### config.mk
export PLATFORM = sky130hd
export DESIGN_NAME = pifl_top
export DESIGN_NICKNAME = d
export VERILOG_FILES = /design/src/pifl_flag_reg.v /design/src/pifl_sync.v /design/src/pifl_top.v
export VERILOG_INCLUDE_DIRS = /design/src
export SDC_FILE = /design/constraint.sdc
export NUM_CORES = 1
export LEC_CHECK = 0
export BUFFER_PORTS_ARGS = -buffer_cell sky130_fd_sc_hd__buf_2
export CAP_MARGIN = 20
export CORE_MARGIN = 3
export CORE_UTILIZATION = 45
export CTS_CLUSTER_DIAMETER = 40
export CTS_CLUSTER_SIZE = 25
export DETAILED_ROUTE_END_ITERATION = 8
export PLACE_DENSITY = 0.82
export RECOVER_POWER = 100
export SLEW_MARGIN = 20
export SYNTH_ARGS = -nofsm -noshare
export SYNTH_HDL_FRONTEND = slang
export SYNTH_HIERARCHICAL = 1
export SYNTH_SLANG_ARGS = --single-unit
export TNS_END_PERCENT = 30
### constraint.sdc
create_clock -name pclk -period 2.6 [get_ports pclk]
set_clock_uncertainty 0.05 [all_clocks]
set_input_delay 0.52 -clock pclk [delete_from_list [all_inputs] [get_ports pclk]]
set_output_delay 0.52 -clock pclk [all_outputs]
set_load 0.02 [all_outputs]
### src/pifl_regs.vh
// Register offsets, field positions, reset values and masks of the flag block
`ifndef PIFL_REGS_VH
`define PIFL_REGS_VH

// ----------------------------------------------------------------------------
// Register byte addresses
// ----------------------------------------------------------------------------
`define PIFL_OFS_FLAGS3     12'h000
`define PIFL_OFS_FLAGS4     12'h004
`define PIFL_OFS_FLAGS5     12'h008
`define PIFL_OFS_STATUS     12'h00C
`define PIFL_OFS_MASK       12'h010
`define PIFL_OFS_PINSEL     12'h014

// ----------------------------------------------------------------------------
// Field positions
// ----------------------------------------------------------------------------
`define PIFL_F3_TMR0        7
`define PIFL_F3_U1SUM       6
`define PIFL_F3_U1ERR       5
`define PIFL_F3_U1TX        4
`define PIFL_F3_U1RX        3
`define PIFL_F3_T1ERR       2
`define PIFL_F3_T1SUM       1
`define PIFL_F3_T1TX        0
`define PIFL_F5_EXT1        0

// ----------------------------------------------------------------------------
// Writable masks and reset values
// ----------------------------------------------------------------------------
`define PIFL_W1C_MASK3      8'h80
`define PIFL_W1C_MASK4      8'hEF
`define PIFL_W1C_MASK5      8'h3F
`define PIFL_FLAG_RESET     8'h00
`define PIFL_WORD_RESET     32'h0000_0000
`define PIFL_PINSEL_RESET   3'h0
`define PIFL_STATUS_BITS    3

`endif

### src/pifl_flag_reg.v
// One 8-bit flag register with sticky hardware-set and live read-only bits
`include "pifl_regs.vh"

module pifl_flag_reg #(
    parameter [7:0] W1C_MASK = 8'h00
) (
    input  wire       pclk,
    input  wire       presetn,
    input  wire [7:0] hw_set,
    input  wire [7:0] live_src,
    input  wire       wr_en,
    input  wire [7:0] wr_data,
    output wire [7:0] flags
);
    reg  [7:0] sticky_q;
    wire [7:0] sticky_d;

    // Set beats clear; writes of one clear, zero leaves alone
    assign sticky_d = ((sticky_q & ~({8{wr_en}} & wr_data & W1C_MASK))
                      | hw_set) & W1C_MASK;

    // Sticky flags start clear on every reset
    always @(posedge pclk or negedge presetn)
    begin
        if (!presetn)
            sticky_q <= `PIFL_FLAG_RESET;
        else
            sticky_q <= sticky_d;
    end

    // Read-only bits follow their source, unimplemented read zero
    assign flags = sticky_q | (live_src & ~W1C_MASK);
endmodule

### src/pifl_sync.v
// Two-flop synchroniser for a bundle of asynchronous levels
module pifl_sync #(
    parameter WIDTH = 8
) (
    input  wire             pclk,
    input  wire             presetn,
    input  wire [WIDTH-1:0] async_in,
    output wire [WIDTH-1:0] sync_out
);
    reg [WIDTH-1:0] meta_q;
    reg [WIDTH-1:0] sync_q;

    // First stage feeds only the second
    always @(posedge pclk or negedge presetn)
    begin
        if (!presetn)
        begin
            meta_q <= {WIDTH{1'b0}};
            sync_q <= {WIDTH{1'b0}};
        end
        else
        begin
            meta_q <= async_in;
            sync_q <= meta_q;
        end
    end

    assign sync_out = sync_q;
endmodule

### src/pifl_top.v
// Peripheral interrupt request flag registers three to five behind APB
//
// Local design decisions: the register addresses and register access over APB.
`include "pifl_regs.vh"

module pifl_top #(
    parameter EXT_PINS = 8
) (
    input  wire                pclk,
    input  wire                presetn,
    input  wire                psel,
    input  wire                penable,
    input  wire                pwrite,
    input  wire [11:0]         paddr,
    input  wire [31:0]         pwdata,
    input  wire [3:0]          pstrb,
    output wire                pready,
    output wire                pslverr,
    output reg  [31:0]         prdata,
    input  wire                timer_zero_evt,
    input  wire                uart_irq_reg_any,
    input  wire                uart_error_irq_reg_any,
    input  wire                uart_one_tx_req,
    input  wire                uart_one_rx_req,
    input  wire                twi_error_reg_any,
    input  wire                twi_irq_reg_any,
    input  wire                twi_one_tx_req,
    input  wire [6:0]          flags4_evt,
    input  wire                twi_two_tx_req,
    input  wire                twi_two_rx_req,
    input  wire [3:0]          dma_two_evt,
    input  wire                comparator_two_evt,
    input  wire [EXT_PINS-1:0] ext_irq_pins,
    output wire [7:0]          flags3,
    output wire [7:0]          flags4,
    output wire [7:0]          flags5,
    output wire                irq
);
    // ------------------------------------------------------------------------
    // APB decode
    // ------------------------------------------------------------------------
    wire       wr_acc;
    wire       hit;
    wire       wr_f3;
    wire       wr_f4;
    wire       wr_f5;
    wire       wr_st;
    wire       wr_mk;
    wire       wr_ps;

    // Register hit check for one offset
    function sel_reg;
        input [11:0] addr;
        input [11:0] ofs;
        begin
            sel_reg = (addr == ofs);
        end
    endfunction

    assign pready  = 1'b1;
    assign wr_acc  = psel & penable & pwrite & pstrb[0];
    assign hit     = sel_reg(paddr, `PIFL_OFS_FLAGS3) | sel_reg(paddr, `PIFL_OFS_FLAGS4)
                   | sel_reg(paddr, `PIFL_OFS_FLAGS5) | sel_reg(paddr, `PIFL_OFS_STATUS)
                   | sel_reg(paddr, `PIFL_OFS_MASK)   | sel_reg(paddr, `PIFL_OFS_PINSEL);
    assign pslverr = psel & penable & ~hit;
    assign wr_f3   = wr_acc & sel_reg(paddr, `PIFL_OFS_FLAGS3);
    assign wr_f4   = wr_acc & sel_reg(paddr, `PIFL_OFS_FLAGS4);
    assign wr_f5   = wr_acc & sel_reg(paddr, `PIFL_OFS_FLAGS5);
    assign wr_st   = wr_acc & sel_reg(paddr, `PIFL_OFS_STATUS);
    assign wr_mk   = wr_acc & sel_reg(paddr, `PIFL_OFS_MASK);
    assign wr_ps   = wr_acc & sel_reg(paddr, `PIFL_OFS_PINSEL);

    // ------------------------------------------------------------------------
    // External interrupt one pin select and edge detect
    // ------------------------------------------------------------------------
    reg  [2:0]          ext_irq_pin_select_q;
    reg                 ext_level_q;
    wire [EXT_PINS-1:0] pins_sync;
    wire                ext_level;
    wire                ext_rise;

    pifl_sync #(
        .WIDTH    (EXT_PINS)
    ) u_pin_sync (
        .pclk     (pclk),
        .presetn  (presetn),
        .async_in (ext_irq_pins),
        .sync_out (pins_sync)
    );

    // Chosen pin feeds the external flag
    assign ext_level = pins_sync[ext_irq_pin_select_q];
    assign ext_rise  = ext_level & ~ext_level_q;

    // Pin select register and edge history
    always @(posedge pclk or negedge presetn)
    begin
        if (!presetn)
        begin
            ext_irq_pin_select_q <= `PIFL_PINSEL_RESET;
            ext_level_q          <= 1'b0;
        end
        else
        begin
            if (wr_ps)
                ext_irq_pin_select_q <= pwdata[2:0];
            ext_level_q <= ext_level;
        end
    end

    // ------------------------------------------------------------------------
    // Flag registers
    // ------------------------------------------------------------------------
    wire [7:0] set3;
    wire [7:0] live3;
    wire [7:0] set4;
    wire [7:0] set5;
    wire [7:0] live5;

    assign set3  = {timer_zero_evt, 7'h00};
    // Summary bits follow their source registers, no software path
    assign live3 = {1'b0, uart_irq_reg_any,
                    uart_error_irq_reg_any,
                    uart_one_tx_req, uart_one_rx_req,
                    twi_error_reg_any,
                    twi_irq_reg_any,
                    twi_one_tx_req};
    assign set4  = {flags4_evt[6:4], 1'b0, flags4_evt[3:0]};
    assign set5  = {2'b00, dma_two_evt, comparator_two_evt,
                    ext_rise};
    assign live5 = {twi_two_tx_req, twi_two_rx_req, 6'h00};

    pifl_flag_reg #(
        .W1C_MASK (`PIFL_W1C_MASK3)
    ) u_flags3 (
        .pclk     (pclk),
        .presetn  (presetn),
        .hw_set   (set3),
        .live_src (live3),
        .wr_en    (wr_f3),
        .wr_data  (pwdata[7:0]),
        .flags    (flags3)
    );

    pifl_flag_reg #(
        .W1C_MASK (`PIFL_W1C_MASK4)
    ) u_flags4 (
        .pclk     (pclk),
        .presetn  (presetn),
        .hw_set   (set4),
        .live_src (8'h00),
        .wr_en    (wr_f4),
        .wr_data  (pwdata[7:0]),
        .flags    (flags4)
    );

    pifl_flag_reg #(
        .W1C_MASK (`PIFL_W1C_MASK5)
    ) u_flags5 (
        .pclk     (pclk),
        .presetn  (presetn),
        .hw_set   (set5),
        .live_src (live5),
        .wr_en    (wr_f5),
        .wr_data  (pwdata[7:0]),
        .flags    (flags5)
    );

    // ------------------------------------------------------------------------
    // Summary status, mask and interrupt line
    // ------------------------------------------------------------------------
    reg  [2:0] status_q;
    reg  [2:0] mask_q;
    reg  [2:0] any_q;
    wire [2:0] any_now;
    wire [2:0] status_d;

    // One status bit per flag register, set on rising activity
    assign any_now  = {|flags5, |flags4, |flags3};
    assign status_d = (status_q & ~({3{wr_st}} & pwdata[2:0]))
                    | (any_now & ~any_q);

    // Status, mask and activity history
    always @(posedge pclk or negedge presetn)
    begin
        if (!presetn)
        begin
            status_q <= 3'h0;
            mask_q   <= 3'h0;
            any_q    <= 3'h0;
        end
        else
        begin
            status_q <= status_d;
            any_q    <= any_now;
            if (wr_mk)
                mask_q <= pwdata[2:0];
        end
    end

    assign irq = |(status_q & mask_q);

    // ------------------------------------------------------------------------
    // Read data
    // ------------------------------------------------------------------------
    // Registered read data, loaded in the setup phase
    always @(posedge pclk or negedge presetn)
    begin
        if (!presetn)
            prdata <= `PIFL_WORD_RESET;
        else if (psel & ~penable & ~pwrite)
        begin
            case (paddr)
                `PIFL_OFS_FLAGS3: prdata <= {24'h000000, flags3};
                `PIFL_OFS_FLAGS4: prdata <= {24'h000000, flags4};
                `PIFL_OFS_FLAGS5: prdata <= {24'h000000, flags5};
                `PIFL_OFS_STATUS: prdata <= {29'h0000000, status_q};
                `PIFL_OFS_MASK:   prdata <= {29'h0000000, mask_q};
                `PIFL_OFS_PINSEL: prdata <= {29'h0000000, ext_irq_pin_select_q};
                default:          prdata <= `PIFL_WORD_RESET;
            endcase
        end
    end
endmodule

======== Word-level counts from Yosys, hierarchy flattened ========
Cells that the tools add are included.
storage, ports and cells
  register bits after elaboration ......... 75
  input port bits ......................... 83
  output and inout port bits .............. 59
  logic and storage cells ................. 68
cells by class
  order comparisons ....................... 1
  eq/ne operators ......................... 5
  multiplexer cells ....................... 3
  bitwise gates (word level) .............. 43
  reductions and logical operators ........ 5
operator list
  kind                                                                    count
  8-bit case mux with 6 select lines                                      1
  8-bit AND                                                               4
  12-bit by 4-bit equality test with 1-bit output, second input constant  2
  12-bit by 5-bit equality test with 1-bit output, second input constant  2
  8-bit NOT                                                               2
  8-bit OR                                                                2
  8-bit OR reduction                                                      2
  1-bit AND                                                               13
  3-bit AND                                                               4
  6-bit AND                                                               2
  12-bit by 3-bit equality test with 1-bit output, second input constant  1
  12-bit zero test                                                        1
  6-bit by 8-bit OR with 8-bit output                                     1
  8-bit by 7-bit OR with 8-bit output                                     1
  7-bit OR reduction                                                      1
  3-bit NOT                                                               2
  6-bit NOT                                                               1
  6-bit OR                                                                1
  1-bit OR                                                                5
  3-bit by 4-bit < comparator with 1-bit output, second input constant    1
  1-bit NOT                                                               4
  1-bit binary-select mux with 3-bit select                               1
  3-bit OR                                                                1
  3-bit OR reduction                                                      1
  1-bit 2-to-1 mux                                                        1

======== Depth between registers and ports, before layout ========
Gate-level depths: netlist of the first run.
  depth in word-level cells ............... 8
  mapped depth ............................ 6
  gate-level depth less buffers ........... 5

======== Hierarchy ========
The synthesis of the first run kept the hierarchy.
modules (own cells, without submodules)
  module                     times used  cells an instance  area each (um^2)  seq. area each (um^2)
  pifl_top                   1           151                1,475.2           525.5
  pifl_sync                  1           16                 400.4             400.4
  pifl_flag_reg at u_flags4  1           22                 261.5             175.2
  pifl_flag_reg at u_flags5  1           20                 232.7             150.1
  pifl_flag_reg at u_flags3  1           10                 88.8              25.0

======== Worst setup path after synthesis of the first run ========
OpenSTA, ideal clock, no wires.
  path kind ............................... input port to flip-flop
  start ................................... input port paddr[7]
  end ..................................... register u_flags4.sticky_q[5]
  setup time .............................. 0.118 ns
  arrival ................................. 1.888 ns
  data required time ...................... 2.432 ns
  setup slack ............................. 0.544 ns
  stages .................................. 5
  path buffers ............................ 0
  path through ............................ nor4_4 > nand3_4 > nor4_1 > nand2_1 > a21o_1
on the way
  cells in the longest elaborated chain, start to end .. 6
RTL lines
  what                                             line                source
  from (decl)                                      pifl_top.v:14       input wire [11:0] paddr,
  12-bit by 3-bit equality test with 1-bit output  pifl_top.v:56       sel_reg = (addr == ofs);
  1-bit AND                                        pifl_top.v:67       assign wr_f4 = wr_acc & sel_reg(paddr, `PIFL_OFS_FLAGS4);
  named net wr_f4                                  pifl_top.v:45       wire wr_f4;
  8-bit AND                                        pifl_flag_reg.v:19  assign sticky_d = ((sticky_q & ~({8{wr_en}} & wr_data & W1C_MASK))
  8-bit NOT                                        pifl_flag_reg.v:19
  8-bit AND                                        pifl_flag_reg.v:19
  8-bit OR                                         pifl_flag_reg.v:20  | hw_set) & W1C_MASK;
  named net u_flags4.sticky_d[5]                   pifl_flag_reg.v:16  wire [7:0] sticky_d;
  to (signal assigned)                             pifl_flag_reg.v:26  sticky_q <= `PIFL_FLAG_RESET;
  to (signal assigned)                             pifl_flag_reg.v:28  sticky_q <= sticky_d;
  to (decl)                                        pifl_flag_reg.v:15  reg [7:0] sticky_q;
The timed path passes the listed nets, and every way through them passes these cells.
A chain may end at the register's enable or synchronous reset.

======== Worst setup path in the final report of the first run ========
  start ................................... input port paddr[7]
  end ..................................... output port pslverr
on the way
  cells in the longest elaborated chain, start to end .. 8
  elaborated cells on any way between the ends .. 13
  those cells by class .................... eq/ne: 5; bitwise: 7; reduce/logical: 1
RTL lines
  what                                                                                 line           source
  12-bit by 3-bit equality test with 1-bit output or 12-bit zero test (tied branches)  pifl_top.v:56
  1-bit OR (4 in series)                                                               pifl_top.v:62  assign hit = sel_reg(paddr, `PIFL_OFS_FLAGS3) | sel_reg(paddr, `PIFL_OFS_FLAGS4)
  1-bit OR (*)                                                                         pifl_top.v:62
  1-bit NOT (*)                                                                        pifl_top.v:65  assign pslverr = psel & penable & ~hit;
  1-bit AND (*)                                                                        pifl_top.v:65
  to (decl)                                                                            pifl_top.v:18  output wire pslverr,
Mark *: on every way between the ends. The rest lies on a longest branch, timed or not.

==> results of run 1 <==
## per-layer routing
layer  vias to the layer above  wire length (um)  part of all wire, %  track usage [%]
li1                        881                 -                    -                -
met1                       881              2300                   41             23.8
met2                        84              2840                   50             29.8
met3                         9               415                  7.4             2.71
met4                         0                79                  1.4             6.93
met5                         -                 0                    0                0
## cell families after synthesis
group	share of synthesized area, %
muxes	10.8
DFF	51.9
and+or+nand+nor	14.7
buffers and inverters	11.7
other	0.305
AOI/OAI and AO/OA	10.6
## registers in the layout, summed over array words and instances, names as in the netlist, 3 cells and up
register,flops
u_pin_sync/meta_q,8
any_q,3
u_pin_sync/sync_out,8
prdata,8
u_flags5/sticky_q,6
mask_q,3
ext_irq_pin_select_q,3
u_flags4/sticky_q,7
status_q,3
## worst max-delay path, cell delays in order
cell and delay (ns):
clkbuf_1 0.10, nor4_4 0.35, nand3_4 0.16, a21o_2 0.22, and3_1 0.17, clkbuf_1 0.16
## cell type report
cell class	count	area share [%]
Sequential cell	51	44.6
Multi-Input combinational cell	151	34.0
Clock inverter	3	0.918
Clock buffer	5	2.40
Timing Repair Buffer	94	14.7
Tap cell	70	3.06
Inverter	2	0.262
## placed cells by master, fill, tap and decap left out, drive strengths merged, types with 6 or more instances in the layout
cell type and instances:
a21o 15, a21oi 9, buf 53, clkbuf 46, conb 26, dfrtp 51, mux2 7, mux2i 12
nand2 26, nor2 9, nor3 6, nor4 9
## metrics by stage
stage | instances | instance area [um^2] | hold slack (ns)
finish | 376 | 2860 | 0.256
global route | 376 | 2860 | 0.242
CTS | 376 | 2940 | 0.0940
detailed placement | 368 | 2840 | 0.286
global placement | 368 | 2840 | 0.284
floorplan | 243 | 2550 | 0.174
## worst max-delay path by stage
stage	startpoint	slack (ns)	end
2_1_floorplan	paddr[7]	0.54	u_flags4/sticky_q[5]$_DFF_PN0_
3_3_place_gp	paddr[7]	0.35	pslverr
3_5_place_dp	paddr[7]	0.34	pslverr
4_1_cts	paddr[7]	0.34	pslverr
5_1_grt	paddr[7]	0.27	pslverr
6_report	paddr[7]	0.35	pslverr
## cell usage after synthesis (2+ instances only)
cell,n
dfrtp_1,51
buf_4,35
nand2_1,26
a21o_1,14
mux2i_1,12
a21oi_1,9
nor2_1,9
nor4_1,8
mux2_2,7
nor2b_1,5
o31ai_1,5
nor3_1,4
a211o_1,3
mux4_2,3
o21ai_0,3
buf_2,2
clkbuf_1,2
conb_1,2
inv_1,2
nand2b_1,2
nor3_2,2
o22ai_1,2
## power groups by stage
stage / logic, mW / clock network (mW) / registers (mW)
final: 0.167 / 0.491 / 0.810
after global routing: 0.184 / 0.537 / 0.811
after CTS: 0.172 / 0.505 / 0.810
after detailed placement: 0.171 / 0 / 0.826
after global placement: 0.168 / 0 / 0.824
after floorplan: 0.127 / 0 / 0.824
==> qor.csv, run 1 <==
stage,metric,value,unit
run_status,status,completed,
global_routing,grt_pass1_wl,8.82,mm
power,intPower,1.06,mW
detailed_routing,drc,0,
worst_setup_path,cp_max_fo,8,
layout,multiInputGateArea,975,um^2
global_routing,grt_overflow,0,
detailed_routing,drt_wl_total,5.64,mm
yosys,ys_seq_elements,51,
yosys,synth-async-reset-ratio,100,%
worst_setup_path,rr_endpoint,u_flags5/sticky_q[0]$_DFF_PN0_,
global_routing,grt_util_all_layers,18.0,%
floorplan,core,0.00520,mm^2
layout,syn2layout_area_growth,16.4,%
clocking,cts_resized,0,
global_routing,grt_pass1_vias,1753,
power,switchingPower,0.410,mW
place,dp_slack,0.344,ns
min_path,hold_class,in -> reg,
floorplan,io_pins,142,
detailed_routing,post_drt_via_cell_ratio,4.93,
timing,tightest_slew,1.03,ns
timing,timing.final.crit_period,2.25,ns
timing,timing.final.ws_setup,0.355,ns
timing,tns,0,ns
yosys,synthFlopType,dfrtp_1,
timing,period_share,86.4,%
floorplan,die_x,79.9,um
worst_setup_path,endpoint_kind,output port,
power,seqPwrFrac,55.2,%
clocking,root_buffer,clkbuf_8,
detailed_routing,drt-initial-drc-count,93,
detailed_routing,avgRoutedWirePerCell,15.0,um
detailed_routing,ant_nets,0,
worst_setup_path,worstSetupPathType,in -> out,
timing,relSlewSlack,31.2,%
clocking,post-cts-setup-buffers,0,
min_path,hold_depth,1,
place,dp_hpwl,4.41,mm
global_routing,antenna_found_initial,0,
clocking,cts_buffers,5,
worst_setup_path,cp-start-kind,primary input,
detailed_routing,vias,1855,
floorplan,die_h,79.9,um
detailed_routing,dr.pass1.iters,4,
power,leakage,1.23,nW
yosys,syn_area,0.00246,mm^2
clocking,cts.clk_slew.worst_paths,0.10,ns
timing,hold_viol_final,0,
yosys,synth_edf_count,0,
clocking,clock-sinks,51,
clocking,cts_tree,done,
floorplan,fp-row-count,26,
yosys,yosysTopAreaCell,dfrtp_1,
clocking,postCtsHoldBufs,0,
worst_setup_path,reg2reg_depth,4,
yosys,ys_types,33,
min_path,holdCritStartpoint,ext_irq_pins[2],
place,port_buffers,88,
yosys,synth_seq_area_share,51.9,%
power,total_power,1.47,mW
clocking,clock_path_buffers,2,
yosys,synthesis.area_per_instance,11.2,um^2
layout,n_fill_cell,490,
layout,final_core_util,55.0,%
power,p_comb_share,11.4,%
floorplan,start_util,47.2,%
run,maxCapViolCount,0,
clocking,htreeDepth,2,
yosys,yosysWarnings,6,
global_routing,grt_max_degree,22,
worst_setup_path,worstPathRequired,2.03,ns
worst_setup_path,critPathArrivalTime,1.68,ns
layout,ff_latch_area,0.00128,mm^2
timing,rsz0062_at_grt,false,
timing,fmax,445,MHz
min_path,hold_path_end,u_pin_sync/meta_q[2]$_DFF_PN0_,
layout,drive_gt1_share,25.5,%
power,p_clk_share,33.4,%
power,cellPowerDensity,513,mW/mm^2
place,place_congestion,0.917,
timing,slew_viol_final,0,
yosys,synth_area_leaders,"dfrtp_1, buf_4, mux2i_1",
yosys,syn_inst,219,
clocking,clock_latency,0.31,ns
worst_setup_path,rrSetupSlack,0.91,ns
worst_setup_path,rr_startpoint,ext_irq_pin_select_q[0]$_DFFE_PN0P_,
layout,fin_nets,388,
power,peakVddDrop,376,uV
yosys,synth_top_area_share,51.9,%
timing,setup-violations-final,0,
layout,diodes,0,
floorplan,die_area,0.00639,mm^2
power,swShare,27.9,%
Power figures use the tool's default switching activity.
==> inputs of run 2 (changes only) <==
CELL_PAD_IN_SITES_DETAIL_PLACEMENT = 0   (was default)
CELL_PAD_IN_SITES_GLOBAL_PLACEMENT = 1   (was default)
CORE_UTILIZATION = 34   (was 45)
PLACE_DENSITY = default   (was 0.82)
PLACE_DENSITY_LB_ADDON = 0.1   (was default)
SLEW_MARGIN = default   (was 20)
==> run 2 against run 1 <==
- global-route usage shrank 3.5 points
- core utilization fell by 13 points
- largest power group unchanged
- combinational power is essentially flat
- power decreased by 0.42%
- first-iteration DRC count is 20% lower
- maximum frequency grew 0.19%
- worst hold slack got worse by 0.0059 ns
- design area up 0.96%
- routed wire length rose by 4.3%
- worst setup slack improved by 0.0043 ns
- critical path depth did not move
- sequential share of layout area down 0.42 points
==> qor.csv, run 2 (same netlist as run 1, synthesis figures left out) <==
stage,metric,value,unit,change
timing,period_share,86.2,%,was 86.4%
run,maxCapViolCount,0,,unchanged
layout,fin_nets,387,,was 388
clocking,cts_tree,done,,unchanged
clocking,clock-sinks,51,,unchanged
power,cellPowerDensity,506,mW/mm^2,was 513 mW/mm^2
timing,slew_viol_final,0,,unchanged
layout,layout_common_cells,"buf_2, dfrtp_1, clkbuf_1, nand2_1, conb_1",,unchanged
layout,stdcell_area,0.00289,mm^2,was 0.00286 mm^2
timing,tightest_slew,1.26,ns,was 1.03 ns
clocking,clock_latency,0.31,ns,about the same
floorplan,die_h,91.0,um,was 79.9 um
place,place_area,0.00287,mm^2,was 0.00284 mm^2
run_status,status,completed,,unchanged
place,port_buffers,88,,unchanged
worst_setup_path,worstSetupPathType,in -> out,,unchanged
detailed_routing,drt-initial-drc-count,74,,was 93
clocking,cts_resized,0,,unchanged
global_routing,antenna_found_initial,0,,unchanged
worst_setup_path,cp_max_fo,8,,unchanged
global_routing,grt_pass1_vias,1805,,was 1753
timing,relSlewSlack,15.8,%,was 31.2%
layout,layout_commonest_cell,buf_2,,unchanged
worst_setup_path,endpoint_kind,output port,,unchanged
floorplan,fp-row-count,30,,was 26
detailed_routing,ant_nets,0,,unchanged
global_routing,grt_util_all_layers,14.5,%,was 18.0%
clocking,postCtsHoldBufs,0,,unchanged
detailed_routing,dr.pass1.iters,4,,unchanged
detailed_routing,avgRoutedWirePerCell,14.7,um,was 15.0 um
timing,timing.final.ws_setup,0.359,ns,was 0.355 ns
power,total_power,1.46,mW,was 1.47 mW
timing,hold_viol_final,0,,unchanged
layout,drive_gt1_share,25.6,%,was 25.5%
power,leakage,1.23,nW,about the same
floorplan,core,0.00691,mm^2,was 0.00520 mm^2
layout,diodes,0,,unchanged
layout,final_core_util,41.8,%,was 55.0%
timing,setup-violations-final,0,,unchanged
global_routing,grt_overflow,0,,unchanged
place,place_congestion,0.812,,was 0.917
worst_setup_path,worstPathRequired,2.03,ns,about the same
timing,rsz0062_at_grt,false,,unchanged
worst_setup_path,critPathArrivalTime,1.67,ns,was 1.68 ns
timing,timing.final.crit_period,2.24,ns,was 2.25 ns
clocking,cts.clk_slew.worst_paths,0.10,ns,about the same
floorplan,die_area,0.00829,mm^2,was 0.00639 mm^2
clocking,clock_path_buffers,2,,unchanged
worst_setup_path,cp-start-kind,primary input,,unchanged
clocking,htreeDepth,2,,unchanged
layout,finalNonFillerCells,401,,was 376
clocking,root_buffer,clkbuf_8,,unchanged
power,peakVddDrop,237,uV,was 376 uV
min_path,hold_class,in -> reg,,unchanged
global_routing,grt_pass1_wl,9.43,mm,was 8.82 mm
detailed_routing,vias,1803,,was 1855
place,dp_slack,0.343,ns,was 0.344 ns
place,dp_cells,393,,was 368
timing,tns,0,ns,unchanged
detailed_routing,drc,0,,unchanged
floorplan,start_util,35.6,%,was 47.2%
clocking,cts_buffers,5,,unchanged
global_routing,grt_max_degree,52,,was 22
floorplan,io_pins,142,,unchanged
clocking,post-cts-setup-buffers,0,,unchanged
layout,syn2layout_area_growth,17.6,%,was 16.4%
detailed_routing,post_drt_via_cell_ratio,4.50,,was 4.93
detailed_routing,drt_wl_total,5.88,mm,was 5.64 mm
timing,fmax,446,MHz,was 445 MHz
place,dp_hpwl,4.54,mm,was 4.41 mm
floorplan,die_x,91.0,um,was 79.9 um
timing,hold_ws,0.250,ns,was 0.256 ns
run 2: report_power, final:
| part | leakage, nW | total [mW] | internal, mW | switching, mW |
|---|---|---|---|---|
| clock network | 0.0491 | 0.486 | 0.198 | 0.288 |
| logic | 0.612 | 0.167 | 0.0529 | 0.114 |
| registers | 0.569 | 0.809 | 0.806 | 0.00304 |
| total | 1.23 | 1.46 | 1.06 | 0.405 |
run 2: area by class of cell:
cell class | count | area (um^2)
Clock buffer | 5 | 68.8
Tap cell | 96 | 120
Clock inverter | 3 | 26.3
Fill cell | 723 | 4020
Sequential cell | 51 | 1280
Timing Repair Buffer | 93 | 417
Inverter | 2 | 7.51
Multi-Input combinational cell | 151 | 975
run 2: path summary, 6_finish.rpt:
| check | startpoint | to | slack (ns) | cells after the start |
|---|---|---|---|---|
| worst max-delay path | paddr[7] | pslverr | 0.36 | 6 |
| worst min-delay path | ext_irq_pins[0] | u_pin_sync/meta_q[0]$_DFF_PN0_ | 0.25 | 1 |
| worst max register to register | ext_irq_pin_select_q[0]$_DFFE_PN0P_ | u_flags5/sticky_q[0]$_DFF_PN0_ | 0.89 | 4 |
| worst min register to register | u_pin_sync/meta_q[7]$_DFF_PN0_ | u_pin_sync/sync_out[7]$_DFF_PN0_ | 0.31 | 0 |
| max in group asynchronous | presetn | prdata[7]$_DFFE_PN0P_ | 1.23 | 2 |
| min in group asynchronous | presetn | prdata[0]$_DFFE_PN0P_ | 0.48 | 2 |
run 2: worst max-delay path, stage by stage:
cell	delay (ns)
clkbuf_1	0.09
nor4_4	0.35
nand3_4	0.16
a21o_2	0.22
and3_1	0.17
clkbuf_1	0.16
run 2: per-layer routing:
layer  GRT usage [%]  up-vias  wire (um)
li1                -      881          -
met1            20.1      845       2810
met2            22.1       71       2610
met3            3.73        6        389
met4            4.52        0         70
met5               0        -          0
==> inputs of run 3 (changes only) <==
CORE_UTILIZATION = 29   (was 34)
clock period = 2 ns   (was 2.6 ns; I/O delays follow)
==> run 3 against run 2 <==
- worst setup slack got worse by 0.29 ns
- clock power rose by 29%
- via count rose by 1.7%
- register-to-register slack got worse by 0.56 ns
- non-clock buffer count rose by 10
- die area rose by 16%
- combinational power rose by 37%
- sequential power rose by 30%
- design area rose by 3.3%
- first-iteration DRC count fell by 32%
- worst hold slack got worse by 0.11 ns
- critical path depth did not move
- largest cell class unchanged
- highest routed layer unchanged
==> qor.csv, run 3 (same netlist as run 1, synthesis figures left out) <==
stage,metric,value,unit,change
clocking,clock_latency,0.31,ns,about the same
worst_setup_path,worstPathRequired,1.55,ns,was 2.03 ns
floorplan,io_pins,142,,unchanged
timing,relSlewSlack,25.0,%,was 15.8%
min_path,holdCritStartpoint,ext_irq_pins[6],,was ext_irq_pins[0]
timing,fmax,517,MHz,
timing,period_share,96.7,%,
global_routing,grt_pass1_wl,9.84,mm,was 9.43 mm
layout,diodes,0,,unchanged
clocking,root_buffer,clkbuf_8,,unchanged
power,cellPowerDensity,638,mW/mm^2,was 506 mW/mm^2
worst_setup_path,endpoint_kind,output port,,unchanged
global_routing,grt_overflow,0,,unchanged
detailed_routing,vias,1834,,was 1803
clocking,cts_buffers,5,,unchanged
min_path,hold_path_end,u_pin_sync/meta_q[6]$_DFF_PN0_,,was u_pin_sync/meta_q[0]$_DFF_PN0_
detailed_routing,drt_wl_total,6.12,mm,was 5.88 mm
worst_setup_path,rr_endpoint,u_flags5/sticky_q[0]$_DFF_PN0_,,unchanged
timing,tightest_slew,1.12,ns,was 1.26 ns
clocking,htreeDepth,2,,unchanged
floorplan,die_area,0.00962,mm^2,was 0.00829 mm^2
floorplan,die_x,98.1,um,was 91.0 um
layout,layout_common_cells,"buf_2, dfrtp_1, clkbuf_1, nand2_1, conb_1",,unchanged
timing,timing.final.crit_period,1.93,ns,
layout,layout_commonest_cell,buf_2,,unchanged
worst_setup_path,critPathArrivalTime,1.48,ns,was 1.67 ns
place,place_congestion,0.724,,was 0.812
run,maxCapViolCount,0,,unchanged
worst_setup_path,reg2reg_depth,4,,unchanged
clocking,cts_tree,done,,unchanged
global_routing,grt_max_degree,23,,was 52
global_routing,antenna_found_initial,0,,unchanged
detailed_routing,ant_nets,0,,unchanged
detailed_routing,dr.pass1.iters,4,,unchanged
min_path,hold_class,in -> reg,,unchanged
place,dp_hpwl,4.94,mm,was 4.54 mm
worst_setup_path,rrSetupSlack,0.33,ns,was 0.89 ns
floorplan,fp-row-count,32,,was 30
worst_setup_path,cp-start-kind,primary input,,unchanged
place,port_buffers,88,,unchanged
timing,tns,0,ns,unchanged
layout,ff_latch_area,0.00128,mm^2,unchanged
detailed_routing,drc,0,,unchanged
detailed_routing,avgRoutedWirePerCell,14.7,um,about the same
power,peakVddDrop,358,uV,was 237 uV
floorplan,die_h,98.1,um,was 91.0 um
clocking,cts.clk_slew.worst_paths,0.10,ns,about the same
timing,slew_viol_final,0,,unchanged
worst_setup_path,rr_startpoint,ext_irq_pin_select_q[0]$_DFFE_PN0P_,,unchanged
min_path,hold_depth,1,,unchanged
place,dp_slack,-0.0493,ns,was 0.343 ns
detailed_routing,post_drt_via_cell_ratio,4.40,,was 4.50
run_status,status,completed,,unchanged
layout,multiInputGateArea,980,um^2,was 975 um^2
global_routing,grt_pass1_vias,1897,,was 1805
floorplan,core,0.00797,mm^2,was 0.00691 mm^2
detailed_routing,drt-initial-drc-count,50,,was 74
clocking,clock_path_buffers,2,,unchanged
worst_setup_path,cp_max_fo,2,,was 8
floorplan,start_util,30.9,%,was 35.6%
layout,fin_nets,397,,was 387
global_routing,grt_util_all_layers,12.9,%,was 14.5%
worst_setup_path,worstSetupPathType,in -> out,,unchanged
timing,timing.final.ws_setup,0.0667,ns,was 0.359 ns
power,leakage,1.28,nW,was 1.23 nW
timing,hold_viol_final,0,,unchanged
layout,drive_gt1_share,28.9,%,was 25.6%
timing,setup-violations-final,0,,unchanged
clocking,clock-sinks,51,,unchanged
layout,n_fill_cell,855,,was 723
layout,syn2layout_area_growth,21.4,%,was 17.6%
timing,rsz0062_at_grt,false,,unchanged
## run 3: final cells by class
type | instances | share of cell area (%)
clock inverters | 3 | 0.880
well taps | 102 | 4.27
inverters | 2 | 0.251
multi-input cells | 151 | 32.8
clock buffers | 5 | 2.31
flip-flops and latches | 51 | 42.7
repair buffers | 103 | 16.7
## run 3: critical path, stage by stage
cell      delay (ns)
clkbuf_1        0.10
nor4_4          0.35
nand3_4         0.10
a21o_2          0.21
and3_1          0.17
buf_4           0.15
## run 3: worst max-delay path by stage
stage	slack, ns	depth (start not counted)	start	to
floorplan	0.06	5	paddr[7]	u_flags4/sticky_q[5]$_DFF_PN0_
global placement	-0.04	6	paddr[7]	mask_q[2]$_DFFE_PN0P_
detailed placement	-0.05	6	paddr[7]	mask_q[0]$_DFFE_PN0P_
CTS	0.04	6	paddr[8]	pslverr
global route	0.01	6	paddr[7]	pslverr
finish	0.07	6	paddr[7]	pslverr
## run 3: what timing repair did
| action | 4_1_cts | 5_1_grt |
|---|---|---|
| gates resized for setup | 0 | 1 |
| setup buffers | 1 | 1 |
| endpoints found under the hold margin | 20 | 0 |
| pin swaps | 2 | 2 |
| setup endpoints to repair | 1 | 1 |
| hold buffers | 1 | 0 |
## run 3: where the power goes
part           internal [mW]  leakage, nW  switching [mW]
registers               1.05        0.569         0.00407
clock network          0.258       0.0491           0.367
logic                 0.0770        0.665           0.151
total                   1.38         1.28           0.521
## run 3: layer usage
layer,GRT usage [%],vias up,share of wire [%]
met2,20.6,63,47
met5,0,-,0
met1,17.9,869,46
li1,-,897,-
met4,3.19,0,1.1
met3,2.86,5,5.9
## run 3: through the flow
stage	instance area [um^2]	util (%)	total power, mW	hold WS, ns	std cells
2_1_floorplan	2550	-	1.24	0.0544	243
3_3_place_gp	2930	36.7	1.30	0.284	406
6_report	2990	37.5	1.90	0.137	417
4_1_cts	3040	38.1	1.95	0.122	416
5_1_grt	2990	37.5	2.01	0.123	417
3_5_place_dp	2930	36.7	1.30	0.285	406
